$ cat src/pkg/anft_map.svh
// Purpose: Constants for the asynchronous NOR flash timing engine.
// Assumes: Timing fields are counts of functional-clock cycles.
// Notes: Functional notes below list the behaviour of the engine.
// Functional notes
// RL1: Single read samples data after access-time count times (scale+1) cycles.
// RL2: Page read samples first word after scaled access-time count.
// RL3: Each later page word sampled one scaled page interval after previous.
// RL4: Each later page word address phase lasts one scaled page interval.
// RL5: Chip select low from assert time to read or write release, scaled.
// RL6: Page burst of n words lengthens chip select by (n-1) scaled intervals.
// RL7: Byte enables valid for scaled cycle length plus (n-1) page intervals.
// RL8: Chip select asserts at scaled assert time, plus optional half cycle.
// RL9: Address and byte enables driven from access start, before chip select.
// RL10: Address-valid asserted and released at scaled times, optional half cycle.
// RL11: Output enable asserted and released at scaled times, optional half cycle.
// RL12: Burst output enable release extended by (n-1) scaled page intervals.
// RL13: Write strobe asserted and released at scaled times, optional half cycle.
// RL14: Write data driven on the bus from access start.
// RL15: Address held invalid for scaled inter-access gap between accesses.
// RL16: Multiplexed read ends address phase at output enable, then releases bus.
// RL17: Bus direction control stays internal, never on a pin.
// RL18: All timing runs from the internal functional clock, not output.
// RL19: Eight active-low chip selects and two wait inputs, chosen per region.
// RL20: Flash presents read data within the programmed access-time count.
// RL21: All counts except the inter-access gap measured from the access start edge, counted as zero.
// RL22: Scale setting is a single bit, multiplying counts by one or two.
`ifndef ANFT_MAP_SVH
`define ANFT_MAP_SVH
`define ANFT_TW        6
`define ANFT_CW        10
`define ANFT_CNT_ZERO  10'h000
`define ANFT_CNT_ONE   10'h001
`define ANFT_WORD_ZERO 3'h0
`define ANFT_WORD_ONE  3'h1
`define ANFT_DATA_ZERO 16'h0000
`define ANFT_ADDR_ZERO 26'h0000000
`define ANFT_CS_IDLE   8'hff
`define ANFT_BE_IDLE   2'h3
`endif

$ cat src/pkg/anft_pkg.sv
// Purpose: Types for the asynchronous NOR flash timing engine.
// Assumes: Widths follow the constants header.
// Notes: Timing set and request travel as packed structs.
package anft_pkg;
	typedef struct packed {
		logic [5:0] chip_select_assert_time;
		logic [5:0] chip_select_read_release;
		logic [5:0] chip_select_write_release;
		logic [5:0] addr_valid_assert_time;
		logic [5:0] addr_valid_read_release;
		logic [5:0] addr_valid_write_release;
		logic [5:0] output_enable_assert_time;
		logic [5:0] output_enable_release_time;
		logic [5:0] write_strobe_assert_time;
		logic [5:0] write_strobe_release_time;
		logic [5:0] read_cycle_length;
		logic [5:0] write_cycle_length;
		logic [5:0] data_sample_delay;
		logic [5:0] page_word_interval;
		logic [5:0] inter_access_gap;
		logic       timing_scale_bit;
		logic       chip_select_half_cycle;
		logic       addr_valid_half_cycle;
		logic       output_enable_half_cycle;
		logic       write_strobe_half_cycle;
		logic       muxed_mode;
	} anft_timing_t;

	typedef struct packed {
		logic        write;
		logic [2:0]  region;
		logic [2:0]  words_m1;
		logic [25:0] addr;
		logic [1:0]  byte_en_n;
		logic [15:0] wdata;
	} anft_req_t;

	typedef enum logic [1:0] {
		ANFT_IDLE = 2'b00,
		ANFT_ACC  = 2'b01,
		ANFT_GAP  = 2'b11
	} anft_state_t;
endpackage

$ cat src/hw/anft_ctrl.sv
// Purpose: Asynchronous NOR flash access sequencer with programmable strobe timing.
// Assumes: ref_clk is the internal functional clock; pins are registered here.
// Notes: Half-cycle delays are made with falling-edge retimed copies of strobes.
`timescale 1ns/1ps
`include "anft_map.svh"
module anft_ctrl #(
	parameter int NUM_CS   = 8,
	parameter int NUM_WAIT = 2
) (
	input  wire logic                  ref_clk,      // Functional clock
	input  wire logic                  rst_n,        // Async reset, active low
	input  wire anft_pkg::anft_timing_t cfg,         // Timing set
	input  wire logic                  req_valid,    // Access request
	input  wire anft_pkg::anft_req_t   req,          // Request fields
	output logic                       req_ready,    // Idle, request taken
	output logic                       rdata_valid,  // Read word strobe
	output logic [15:0]                rdata,        // Sampled read word
	output logic                       done,         // Access finished pulse
	output logic [NUM_CS-1:0]          cs_n,         // Chip selects
	output logic                       addr_valid_n, // Address valid
	output logic                       oe_n,         // Output enable
	output logic                       we_n,         // Write strobe
	output logic [1:0]                 be_n,         // Byte enables
	output logic [25:0]                addr_out,     // Address pins
	output logic [15:0]                ad_out,       // Address/data out
	output logic                       ad_oe,        // Address/data drive
	input  wire logic [15:0]           ad_in,        // Address/data in
	input  wire logic [NUM_WAIT-1:0]   wait_in,      // Wait inputs
	output logic                       wait_sel      // Selected wait level
);
	// Scale a field by (scale + 1)
	function automatic logic [`ANFT_CW-1:0] scl(input logic [`ANFT_TW-1:0] t, input logic g);
		scl = g ? {3'h0, t, 1'b0} : {4'h0, t};
	endfunction

	// Extra page intervals for n words
	function automatic logic [`ANFT_CW-1:0] ext(input logic [`ANFT_TW-1:0] p,
		input logic [2:0] nm1, input logic g);
		ext = 10'(scl(p, g) * nm1);
	endfunction

	anft_pkg::anft_state_t state_q, state_d;
	anft_pkg::anft_req_t   req_q, req_d;
	logic [`ANFT_CW-1:0]   cnt_q, cnt_d;
	logic [`ANFT_CW-1:0]   pg_q, pg_d;
	logic [2:0]            wcnt_q, wcnt_d;
	logic                  cs_lvl, adv_lvl, oe_lvl, we_lvl, bus_drv, smp;
	logic [`ANFT_CW-1:0]   pburst, cs_off, adv_off, cyc_len;
	logic                  cs_q, adv_q, oe_q, we_q;
	logic                  cs_h_q, adv_h_q, oe_h_q, we_h_q;
	logic                  rv_q, rv_d, done_q, done_d, drv_q, dir_q;
	logic [15:0]           rd_q, rd_d, ad_q, ad_d;
	logic [25:0]           addr_q, addr_d;
	logic [1:0]            be_q, be_d;
	logic [NUM_CS-1:0]     csel_q;
	logic                  ws_q;

	// Strobe windows derived from the cycle counter
	always_comb
	begin
		pburst  = ext(cfg.page_word_interval, req_q.words_m1, cfg.timing_scale_bit);
		cs_off  = (req_q.write ? scl(cfg.chip_select_write_release, cfg.timing_scale_bit)
			: scl(cfg.chip_select_read_release, cfg.timing_scale_bit)) + pburst; // RL6
		adv_off = req_q.write ? scl(cfg.addr_valid_write_release, cfg.timing_scale_bit)
			: scl(cfg.addr_valid_read_release, cfg.timing_scale_bit);
		cyc_len = (req_q.write ? scl(cfg.write_cycle_length, cfg.timing_scale_bit)
			: scl(cfg.read_cycle_length, cfg.timing_scale_bit)) + pburst; // RL7
		cs_lvl  = (state_q == anft_pkg::ANFT_ACC)
			&& cnt_q >= scl(cfg.chip_select_assert_time, cfg.timing_scale_bit)
			&& cnt_q < cs_off; // RL5 RL8
		adv_lvl = (state_q == anft_pkg::ANFT_ACC)
			&& cnt_q >= scl(cfg.addr_valid_assert_time, cfg.timing_scale_bit)
			&& cnt_q < adv_off; // RL10
		oe_lvl  = (state_q == anft_pkg::ANFT_ACC) && !req_q.write
			&& cnt_q >= scl(cfg.output_enable_assert_time, cfg.timing_scale_bit)
			&& cnt_q < scl(cfg.output_enable_release_time, cfg.timing_scale_bit)
				+ pburst; // RL11 RL12
		we_lvl  = (state_q == anft_pkg::ANFT_ACC) && req_q.write
			&& cnt_q >= scl(cfg.write_strobe_assert_time, cfg.timing_scale_bit)
			&& cnt_q < scl(cfg.write_strobe_release_time, cfg.timing_scale_bit); // RL13
		// Writes drive all access; muxed reads drive only until output enable
		bus_drv = (state_q == anft_pkg::ANFT_ACC)
			&& (req_q.write || (cfg.muxed_mode
			&& cnt_q < scl(cfg.output_enable_assert_time, cfg.timing_scale_bit))); // RL14 RL16
		// No further sample once the last page word is taken
		smp     = (state_q == anft_pkg::ANFT_ACC) && !req_q.write
			&& wcnt_q <= req_q.words_m1
			&& (wcnt_q == `ANFT_WORD_ZERO
			? cnt_q == scl(cfg.data_sample_delay, cfg.timing_scale_bit) // RL1 RL2 RL21
			: cnt_q == pg_q); // RL3
	end

	// Sequencer next state
	always_comb
	begin
		state_d = state_q;
		req_d   = req_q;
		cnt_d   = cnt_q + `ANFT_CNT_ONE;
		pg_d    = pg_q;
		wcnt_d  = wcnt_q;
		rv_d    = smp;
		rd_d    = smp ? ad_in : rd_q;
		done_d  = 1'b0;
		addr_d  = addr_q;
		be_d    = be_q;
		ad_d    = ad_q;
		unique case (state_q)
			anft_pkg::ANFT_IDLE:
			begin
				cnt_d = `ANFT_CNT_ZERO;
				if (req_valid)
				begin
					state_d = anft_pkg::ANFT_ACC;
					req_d   = req;
					wcnt_d  = `ANFT_WORD_ZERO;
					addr_d  = req.addr; // RL9
					be_d    = req.byte_en_n; // RL9
					ad_d    = req.write ? req.wdata : req.addr[15:0]; // RL14
				end
			end
			anft_pkg::ANFT_ACC:
			begin
				if (smp)
				begin
					pg_d   = cnt_q + scl(cfg.page_word_interval, cfg.timing_scale_bit); // RL3
					wcnt_d = wcnt_q + `ANFT_WORD_ONE;
					if (wcnt_q != req_q.words_m1)
						addr_d = addr_q + 26'h1; // RL4
				end
				if (cnt_q + `ANFT_CNT_ONE >= cyc_len && cnt_q + `ANFT_CNT_ONE >= cs_off)
				begin
					state_d = anft_pkg::ANFT_GAP;
					cnt_d   = `ANFT_CNT_ZERO;
					done_d  = 1'b1;
					be_d    = `ANFT_BE_IDLE;
				end
			end
			anft_pkg::ANFT_GAP:
			begin
				if (cnt_q + `ANFT_CNT_ONE >= scl(cfg.inter_access_gap, cfg.timing_scale_bit))
					state_d = anft_pkg::ANFT_IDLE; // RL15
			end
			default:
				state_d = anft_pkg::ANFT_IDLE;
		endcase
	end

	// Sequencer registers
	always_ff @(posedge ref_clk or negedge rst_n)
	begin
		if (!rst_n)
		begin
			state_q <= anft_pkg::ANFT_IDLE;
			req_q   <= '0;
			cnt_q   <= `ANFT_CNT_ZERO;
			pg_q    <= `ANFT_CNT_ZERO;
			wcnt_q  <= `ANFT_WORD_ZERO;
			rv_q    <= 1'b0;
			rd_q    <= `ANFT_DATA_ZERO;
			done_q  <= 1'b0;
			addr_q  <= `ANFT_ADDR_ZERO;
			be_q    <= `ANFT_BE_IDLE;
			ad_q    <= `ANFT_DATA_ZERO;
		end
		else
		begin
			state_q <= state_d;
			req_q   <= req_d;
			cnt_q   <= cnt_d;
			pg_q    <= pg_d;
			wcnt_q  <= wcnt_d;
			rv_q    <= rv_d;
			rd_q    <= rd_d;
			done_q  <= done_d;
			addr_q  <= addr_d;
			be_q    <= be_d;
			ad_q    <= ad_d;
		end
	end

	// Strobe levels registered on the rising edge
	always_ff @(posedge ref_clk or negedge rst_n)
	begin
		if (!rst_n)
		begin
			cs_q   <= 1'b0;
			adv_q  <= 1'b0;
			oe_q   <= 1'b0;
			we_q   <= 1'b0;
			drv_q  <= 1'b0;
			dir_q  <= 1'b0; // RL17
			csel_q <= `ANFT_CS_IDLE;
			ws_q   <= 1'b0;
		end
		else
		begin
			cs_q   <= cs_lvl;
			adv_q  <= adv_lvl;
			oe_q   <= oe_lvl;
			we_q   <= we_lvl;
			drv_q  <= bus_drv;
			dir_q  <= bus_drv; // RL17
			// Region mask held steady so a delayed release keeps its half cycle
			csel_q <= ~(NUM_CS'(1) << req_q.region); // RL19 RL8
			ws_q   <= wait_in[req_q.region[0]]; // RL19
		end
	end

	// Half-cycle retimed copies on the falling edge
	always_ff @(negedge ref_clk or negedge rst_n)
	begin
		if (!rst_n)
		begin
			cs_h_q  <= 1'b0;
			adv_h_q <= 1'b0;
			oe_h_q  <= 1'b0;
			we_h_q  <= 1'b0;
		end
		else
		begin
			cs_h_q  <= cs_q;
			adv_h_q <= adv_q;
			oe_h_q  <= oe_q;
			we_h_q  <= we_q;
		end
	end

	// Pin drivers pick the on-time or half-cycle copy
	always_comb
	begin
		cs_n         = (cfg.chip_select_half_cycle ? ~cs_h_q : ~cs_q) ? `ANFT_CS_IDLE
			: csel_q; // RL8
		addr_valid_n = cfg.addr_valid_half_cycle ? ~adv_h_q : ~adv_q; // RL10
		oe_n         = cfg.output_enable_half_cycle ? ~oe_h_q : ~oe_q; // RL11
		we_n         = cfg.write_strobe_half_cycle ? ~we_h_q : ~we_q; // RL13
	end

	// Remaining outputs come straight from flops, req_ready from a decode of state_q; clock is never output
	assign req_ready   = (state_q == anft_pkg::ANFT_IDLE); // RL18
	assign rdata_valid = rv_q;
	assign rdata       = rd_q;
	assign done        = done_q;
	assign be_n        = be_q; // RL7
	assign addr_out    = addr_q;
	assign ad_out      = ad_q;
	assign ad_oe       = drv_q;
	assign wait_sel    = ws_q;
endmodule

$ cat config.mk
export PLATFORM = sky130hd
export DESIGN_NAME = anft_ctrl
export DESIGN_NICKNAME = d
export VERILOG_FILES = /design/src/pkg/anft_pkg.sv /design/src/hw/anft_ctrl.sv
export VERILOG_INCLUDE_DIRS = /design/src /design/src/pkg
export SDC_FILE = /design/constraint.sdc
export NUM_CORES = 1
export LEC_CHECK = 0
export ABC_AREA = 1
export BUFFER_PORTS_ARGS = -buffer_cell sky130_fd_sc_hd__buf_2
export CAP_MARGIN = 0
export CORE_MARGIN = 2
export CORE_UTILIZATION = 25
export CTS_CLUSTER_SIZE = 14
export DETAILED_ROUTE_END_ITERATION = 10
export MAX_ROUTING_LAYER = met4
export SYNTH_ARGS = -nofsm -noshare
export SYNTH_HDL_FRONTEND = slang
export SYNTH_SLANG_ARGS = --single-unit
$ cat constraint.sdc
create_clock -name ref_clk -period 12.8 [get_ports ref_clk]
set_clock_uncertainty 0.15 [all_clocks]
set_input_delay 0.64 -clock ref_clk [delete_from_list [all_inputs] [get_ports ref_clk]]
set_output_delay 0.64 -clock ref_clk [all_outputs]
set_load 0.01 [all_outputs]
==> summary.md, run 1 <==
| Metric | Value |
|---|---|
| Run status | finished, final reports clean |
| Post-detail-place hpwl | 25.05 mm |
| Number of clock sinks seen by CTS | roughly 110 |
| Highest net fanout along the worst path | 8 |
| Power share of the combinational group | 70.1% |
| WS Path Type | flop to primary output |
| First-pass GRT wire length | 49.56 mm |
| Syn-to-layout area delta | 19.69% |
| Total gr overflow | 0 |
| Iteration count of the initial detailed-routing pass | 5 |
| Met2 usage in global routing | ~24% |
| Area of the mapped netlist | between 10000 and 15000 µm² |
| Number of maximum-capacitance violations | 0 |
| Die Outline Area | about 43000 µm² |
| Number of global-route vias before repair | 9605 |
| Horizontal die dimension | between 200 and 250 µm |
| # port buffers | roughly 240 |
| Area of combinational cells with multiple inputs | ~6500 µm² |
| Routability Congestion | 0.8663 |
| Global-route layer with the greatest usage | met2 |
| Distinct cell type count of the synthesized netlist | 46 |
| Syn Nets | 1756 |
| Number of DRC violations after detailed-routing iteration 0 | between 500 and 600 |
| Worst VDD drop | 0.1094 mV |
| Number of failing setup endpoints in the final timing report | 0 |
| Number of max-slew violations in the final report | 0 |
| Power Internal | 1.538 mW |
| Setup_tns | 0 ns |
| Clock latency on the worst-skew pair | approximately 0.36 ns |
| GR met1 Demand/Resource | about 20% |
| Post-synthesis average cell area | 7.020 µm² |
| Largest stage delay on the critical path | ~0.35 ns |
| Total routing resource utilization after global routing | between 10% and 20% |
| Tightest slew margin relative to the limit | roughly two fifths |
| Via count | around 10000 |
| Antenna Violating Nets Remaining | 0 |
| Switch Pwr | 1.694 mW |
| Number of gates resized after CTS | 0 |
| Total of fill cells in the finished design | between 4000 and 5000 |
| Standard cell with the maximum stage delay on the critical path | sky130_fd_sc_hd__mux2_2 |
| Power per Cell Area | approximately 260 nW/µm² |
| Top cells by instance count after synthesis | sky130_fd_sc_hd__nand2_1 (449), sky130_fd_sc_hd__inv_1 (187), sky130_fd_sc_hd__o21ai_0 (133) |
| Number of antenna violations at the first check in global routing | 6 |
| Relative contribution of the clock network to total power | a little under a tenth |
| Part of the power in registers | around a fifth |
| Maximum number of pins on one net before global-route repair | 90 |
| Combined flip-flop and latch cell area | between 2000 and 3000 µm² |
| Total CTS buffers | 9 |
| Dominant cells by area after synthesis | sky130_fd_sc_hd__dfrtp_1 (24%), sky130_fd_sc_hd__nand2_1 (16%), sky130_fd_sc_hd__ha_1 (15%) |
| Flop and latch count out of synthesis | between 100 and 150 |
| Sequential area share after synthesis | between 20% and 30% |
| Cells along the critical path | mux2_2 > nand2_1 > buf_2 |
| Placement Rows | 74 |
| Number of buffers and inverters on the critical path | 1 |
| Cell class contributing the biggest share of worst-path delay | multiplexers |
| Final count of hold timing violations | 0 |
| Initial Utilization | 25.16% |
| Yosys top cell area share | between 20% and 30% |
| Wire per inst | 14.39 µm |
| Top-Level Pins | roughly 240 |
| Layout cell share with drive strength beyond 1 | between 10% and 20% |
| Most instantiated flip-flop cell in the synthesis netlist | sky130_fd_sc_hd__dfrtp_1 |
| Area of the placeable core | 40650 µm² |
| CTS Root Cell | sky130_fd_sc_hd__clkbuf_16 |
| Switching Share | a little over half |
| Clock transition at path regs | about 0.070 ns |
| CP Launch Type | flop |
| Leak Pwr | roughly 6.8 nW |
| Slew of the pin with the lowest slew margin | about 0.9 ns |
| Clock tree from TritonCTS | built |
| Number of DRC violations after detailed routing | 0 |
| Bufs on Longest Clock Path | 2 |
| Height of the die | 206.3 µm |
| Number of enable flip-flop cells after synthesis | 0 |
| Hold_buf cts | 0 |
| Largest area contributor in the netlist | sky130_fd_sc_hd__dfrtp_1 |
| Gate Count Post-Synth | around 1500 |
| RSZ-0062 raised after global routing | no |
| Post-route core utilization | about 30% |
| Global routing usage on met3 | ~3.0% |
| Most numerous cell in the Yosys netlist | sky130_fd_sc_hd__nand2_1 |
| Worst min-delay path class | input port to asynchronous set/reset pin |
| Smallest hold slack | approximately 0.19 ns |
| Arrival time worst endpoint | around 7.7 ns |
| Warnings from Yosys | 0 |
| Synth async-reset ratio | 100.0% |
| Aggregate routed wire length | 31.86 mm |
| Critical Path Sink Type | primary output |
| Post CTS Setup Buffer Count | 0 |
| WP data required | 12.01 ns |
| Max H-tree Level | 3 |
| Number of nets in the layout | 1970 |
| Average via count per standard cell | ~4.6 |
-- routing by layer --
metal / share of wire (%) / up-vias
li1: - / 5155
met1: 46 / 4639
met2: 46 / 288
met3: 6.7 / 39
met4: 2.2 / 0
met5: 0 / -
-- final cells by class --
| class | count | area share (%) |
|---|---|---|
| multi-input cells | 1109 | 52.86 |
| flip-flops and latches | 112 | 22.99 |
| repair buffers | 249 | 10.32 |
| inverters | 190 | 5.825 |
| well taps | 532 | 5.437 |
| clock buffers | 10 | 1.870 |
| clock inverters | 6 | 0.5723 |
| diodes | 6 | 0.1226 |
-- stage by stage --
| stage | power (mW) | worst slack [ns] | cells | instance area (µm²) |
|---|---|---|---|---|
| after detailed placement | 2.941 | 4.718 | 2192 | 11930 |
| final | 3.232 | 4.354 | 2214 | 12240 |
| after global placement | 2.864 | 4.730 | 2192 | 11930 |
| after CTS | 3.258 | 4.326 | 2208 | 12230 |
| after global routing | 3.651 | 4.286 | 2214 | 12240 |
| after floorplan | 2.291 | 4.885 | 1457 | 10230 |
-- cell families after synthesis --
logic type,share of synthesized area (%)
AND/OR/NAND/NOR,26.41
AO/OA/AOI/OAI,12.84
XOR/XNOR,4.795
buffers and inverters,9.211
adder cells (fa/ha/maj),16.76
multiplexers,2.459
flip-flops,27.52
-- power groups by stage --
stage / logic, mW / clock network [mW] / registers (mW)
final: 2.27 / 0.296 / 0.671
after detailed placement: 2.27 / 0 / 0.672
after floorplan: 1.62 / 0 / 0.674
after global placement: 2.19 / 0 / 0.671
after global routing: 2.64 / 0.320 / 0.692
after CTS: 2.28 / 0.307 / 0.669
-- flip-flops by register name, summed over array words and instances (netlist names), 2 cells and up --
register	cells
state_q	2
addr_out	26
rdata	16
ad_out	16
pg_q	10
req_q	7
csel_q	8
cnt_q	10
be_n	2
wcnt_q	3
-- placed cells by master (no fill, tap or decap), drive strengths merged, types with 15 or more instances in the layout --
cell and count:
xor2 47, nor2 75, inv 191, o21ai 153, dfrtp 98, a21oi 56
nand3 83, nand2 452, buf 249, mux2i 24, ha 121, nand4 15
-- worst paths after layout --
kind,startpoint,end,slack [ns],depth (start not counted)
setup / recovery,cs_h_q,cs_n[1],4.35,3
min in group ref_clk,ad_in[4],rdata[4],0.31,3
max in group asynchronous,rst_n,oe_h_q,5.48,1
setup reg to reg,oe_q,oe_h_q,5.71,0
hold reg to reg,ad_out[0],ad_out[0],0.33,2
hold / removal,rst_n,we_q,0.19,1
Note: power is estimated with default switching activity, not from simulation.
==> run 2, diff against run 1 <==
- ABC_AREA: 1 -> 0
- clock period: 12.8 -> 7.8 ns (I/O delays scaled with it)
==> run 2 against run 1 <==
Compared with the run above: utilization increased by 0.37 points; synthesized area down 1.2%; clock-buffer cell count is 1 higher; register-to-register slack worse by 3.2 ns; routed wire length increased by 1.4%; hold slack got worse by 0.12 ns; first-iteration DRC count is 30% lower; combinational power rose by 52%; critical path type unchanged; critical endpoint unchanged.
==> summary.md, run 2 <==
| Metric | Value |
|---|---|
| Synth async-reset ratio | 100.0% |
| Average via count per standard cell | slightly below 5 |
| Largest area contributor in the netlist | sky130_fd_sc_hd__dfrtp_1 |
| Routability Congestion | around 0.90 |
| Number of DRC violations after detailed routing | 0 |
| Highest net fanout along the worst path | 8 |
| Top-Level Pins | 244 |
| Reg2reg end | oe_q |
| # port buffers | between 200 and 250 |
| Global-route layer with the greatest usage | met2 |
| Slew of the pin with the lowest slew margin | ~0.96 ns |
| Height of the die | about 200 µm |
| Clock transition at path regs | about 0.080 ns |
| Bufs on Longest Clock Path | 2 |
| WS Path Type | flop to primary output |
| CP Launch Type | flop |
| Setup_tns | 0 ns |
| Total gr overflow | 0 |
| Worst R2R Setup Slack | around 2.6 ns |
| Main combinational cell family by area after synthesis | compound AO/OA/AOI/OAI gates |
| Global routing usage on met3 | 3.532% |
| Worst hold stages | 3 |
| CP Launch Point | cs_h_q |
| Flop and latch count out of synthesis | about 110 |
| Post-synthesis xor/xnor area fraction | under 10% |
| Number of nets in the layout | 1679 |
| Top cells by instance count after synthesis | sky130_fd_sc_hd__nand2_1 (179), sky130_fd_sc_hd__ha_1 (121), sky130_fd_sc_hd__dfrtp_1 (98) |
| Most instantiated flip-flop cell in the synthesis netlist | sky130_fd_sc_hd__dfrtp_1 |
| Hold path start | req[47] |
| Max H-tree Level | 3 |
| Syn Nets | ~1500 |
| Clock tree from TritonCTS | built |
| Leak Pwr | approximately 6.1 nW |
| Clock latency on the worst-skew pair | 0.36 ns |
| Standard cell with the maximum stage delay on the critical path | sky130_fd_sc_hd__mux2i_1 |
| Power per Cell Area | 419.1 nW/µm² |
| Number of maximum-capacitance violations | 0 |
| Largest stage delay on the critical path | 0.37 ns |
| GR met1 Demand/Resource | approximately a fifth |
| Cells along the critical path | mux2i_1 > or2_2 > buf_2 |
| Worst VDD drop | around 0.19 mV |
| Final count of hold timing violations | 0 |
| Aggregate routed wire length | roughly 32 mm |
| WP data required | 7.26 ns |
| Number of clock sinks seen by CTS | 112 |
| Most numerous cell in the Yosys netlist | sky130_fd_sc_hd__nand2_1 |
| Share of cell area taken by muxes after synthesis | about a tenth |
| Most frequent standard cell in the layout excluding fill and tap cells | sky130_fd_sc_hd__buf_2 |
| Number of flip-flops in the largest register | 26 |
| RSZ-0062 raised after global routing | no |
| Total routing resource utilization after global routing | between 10% and 20% |
| Arrival time worst endpoint | 5.26 ns |
| Number of DRC violations after detailed-routing iteration 0 | 376 |
| Launching point of the worst reg2reg path | req_q[45] |
| Tightest slew margin relative to the limit | between 30% and 40% |
| Die Outline Area | between 40000 and 50000 µm² |
| Critical Path Sink Type | primary output |
| Area of the placeable core | between 30000 and 40000 µm² |
| Number of failing setup endpoints in the final timing report | 0 |
| Initial Utilization | about a quarter |
| Critical path destination | cs_n[1] |
| Post-synthesis average cell area | 8.639 µm² |
| Via count | between 9000 and 10000 |
| Met2 usage in global routing | between 20% and 30% |
| Number of cell instances on the worst register-to-register path | 18 |
| Antenna Violating Nets Remaining | 0 |
| Area of the mapped netlist | a little over 10000 µm² |
| CTS Root Cell | sky130_fd_sc_hd__clkbuf_16 |
| Worst min-delay path class | input port to flop |
| Compound-gate portion of the synthesized area | roughly a fifth |
| Number of buffers and inverters on the critical path | 1 |
| Cell class contributing the biggest share of worst-path delay | multiplexers |
| Placement Rows | 73 |
| Warnings from Yosys | 0 |
| Run status | finished, final reports clean |
| Total CTS buffers | 9 |
| Smallest hold slack | around 0.07 ns |
| Gate Count Post-Synth | about 1200 |
| Layout cell share with drive strength beyond 1 | between 20% and 30% |
| Synthesized-area fraction occupied by adder cells | around 17% |
| Horizontal die dimension | ~210 µm |
| First-pass GRT wire length | roughly 50 mm |
| Number of max-slew violations in the final report | 0 |
| Maximum number of pins on one net before global-route repair | 63 |
| Dominant cells by area after synthesis | sky130_fd_sc_hd__dfrtp_1 (24%), sky130_fd_sc_hd__ha_1 (15%), sky130_fd_sc_hd__mux2i_1 (7.0%) |
| Post-detail-place hpwl | around 25 mm |
| Commonest cells after routing, fill and taps aside | sky130_fd_sc_hd__buf_2 (241), sky130_fd_sc_hd__nand2_1 (179), sky130_fd_sc_hd__ha_1 (121) |
| Hold_buf cts | 1 |
| Post CTS Setup Buffer Count | 0 |
| Number of enable flip-flop cells after synthesis | 0 |
| Number of antenna violations at the first check in global routing | 6 |
| Distinct cell type count of the synthesized netlist | 83 |
| Iteration count of the initial detailed-routing pass | 6 |
| Number of logic stages on the critical path including buffering | 3 |
| Wire per inst | between 15 and 20 µm |
| Sequential area share after synthesis | between 20% and 30% |
| Number of gates resized after CTS | 0 |
| Yosys top cell area share | approximately a quarter |
| Number of global-route vias before repair | 9275 |
| Syn-to-layout area delta | 20.14% |
| Area share of and/or/nand/nor cells after synthesis | 17.28% |
[run 2: changes by cell type after synthesis, moves of 24 or more]
cell and change:
sky130_fd_sc_hd__a21o_1 +29, sky130_fd_sc_hd__a21oi_1 +31, sky130_fd_sc_hd__inv_1 -132, sky130_fd_sc_hd__mux2i_1 +47, sky130_fd_sc_hd__nand2_1 -270, sky130_fd_sc_hd__nand3_1 -56
sky130_fd_sc_hd__nor2b_1 +24, sky130_fd_sc_hd__o21ai_0 -52, sky130_fd_sc_hd__xor2_1 -31
[run 2: cell families (layout without fill, tap and decap cells)]
family          after synthesis  after routing
compound gates              305            305
other cells                   0              6
buf+inv                     109            323
flops                       112            112
fa+ha+maj                   133            133
mux                          93             93
simple gates                370            370
xor+xnor                     48             48
[run 2: through the flow]
| step | cells | worst slack, ns | utilization, % | power (mW) | instance area [µm²] |
|---|---|---|---|---|---|
| after global routing | 1915 | 1.812 | 30.49 | 5.635 | 12140 |
| final | 1915 | 1.998 | 30.49 | 5.089 | 12140 |
| after detailed placement | 1893 | 1.888 | 29.73 | 4.608 | 11840 |
| after floorplan | 1170 | 2.116 | - | 3.618 | 10110 |
| after global placement | 1893 | 2.047 | 29.73 | 4.519 | 11840 |
| after CTS | 1909 | 1.967 | 30.45 | 5.119 | 12130 |
[run 2: routing by layer]
layer,part of all wire (%),wire (µm)
met1,44,14220
met2,47,15270
met3,6.1,1969
met4,2.6,844
met5,0,0
[run 2: worst min-delay path by stage]
stage                      endpoint  slack [ns]
final                     req_q[47]        0.07
after global routing      req_q[48]        0.07
after CTS                 req_q[47]        0.05
after detailed placement  rdata[12]        0.14
after global placement    rdata[12]        0.14
after floorplan               ad_oe       -0.06
[run 2: layout make-up]
| type | instances | area [µm²] |
|---|---|---|
| Timing Repair Buffer | 252 | 1291 |
| Clock inverter | 4 | 37.54 |
| Multi-Input combinational cell | 949 | 6874 |
| Fill cell | 4296 | 27680 |
| Inverter | 56 | 210.2 |
| Antenna cell | 6 | 15.01 |
| Sequential cell | 112 | 2815 |
| Tap cell | 525 | 656.9 |
| Clock buffer | 11 | 242.7 |
[run 2: where the power goes]
part	internal, mW	leakage (nW)	total [mW]	switching, mW
combinational	1.50	4.57	3.45	1.95
sequential	0.830	1.39	1.18	0.347
clock	0.229	0.138	0.459	0.230
[run 2: tightest hold or removal path, cell delays in order]
cell and delay [ns]:
sky130_fd_sc_hd__buf_2 0.08, sky130_fd_sc_hd__nand2_1 0.04, sky130_fd_sc_hd__nand2_1 0.04
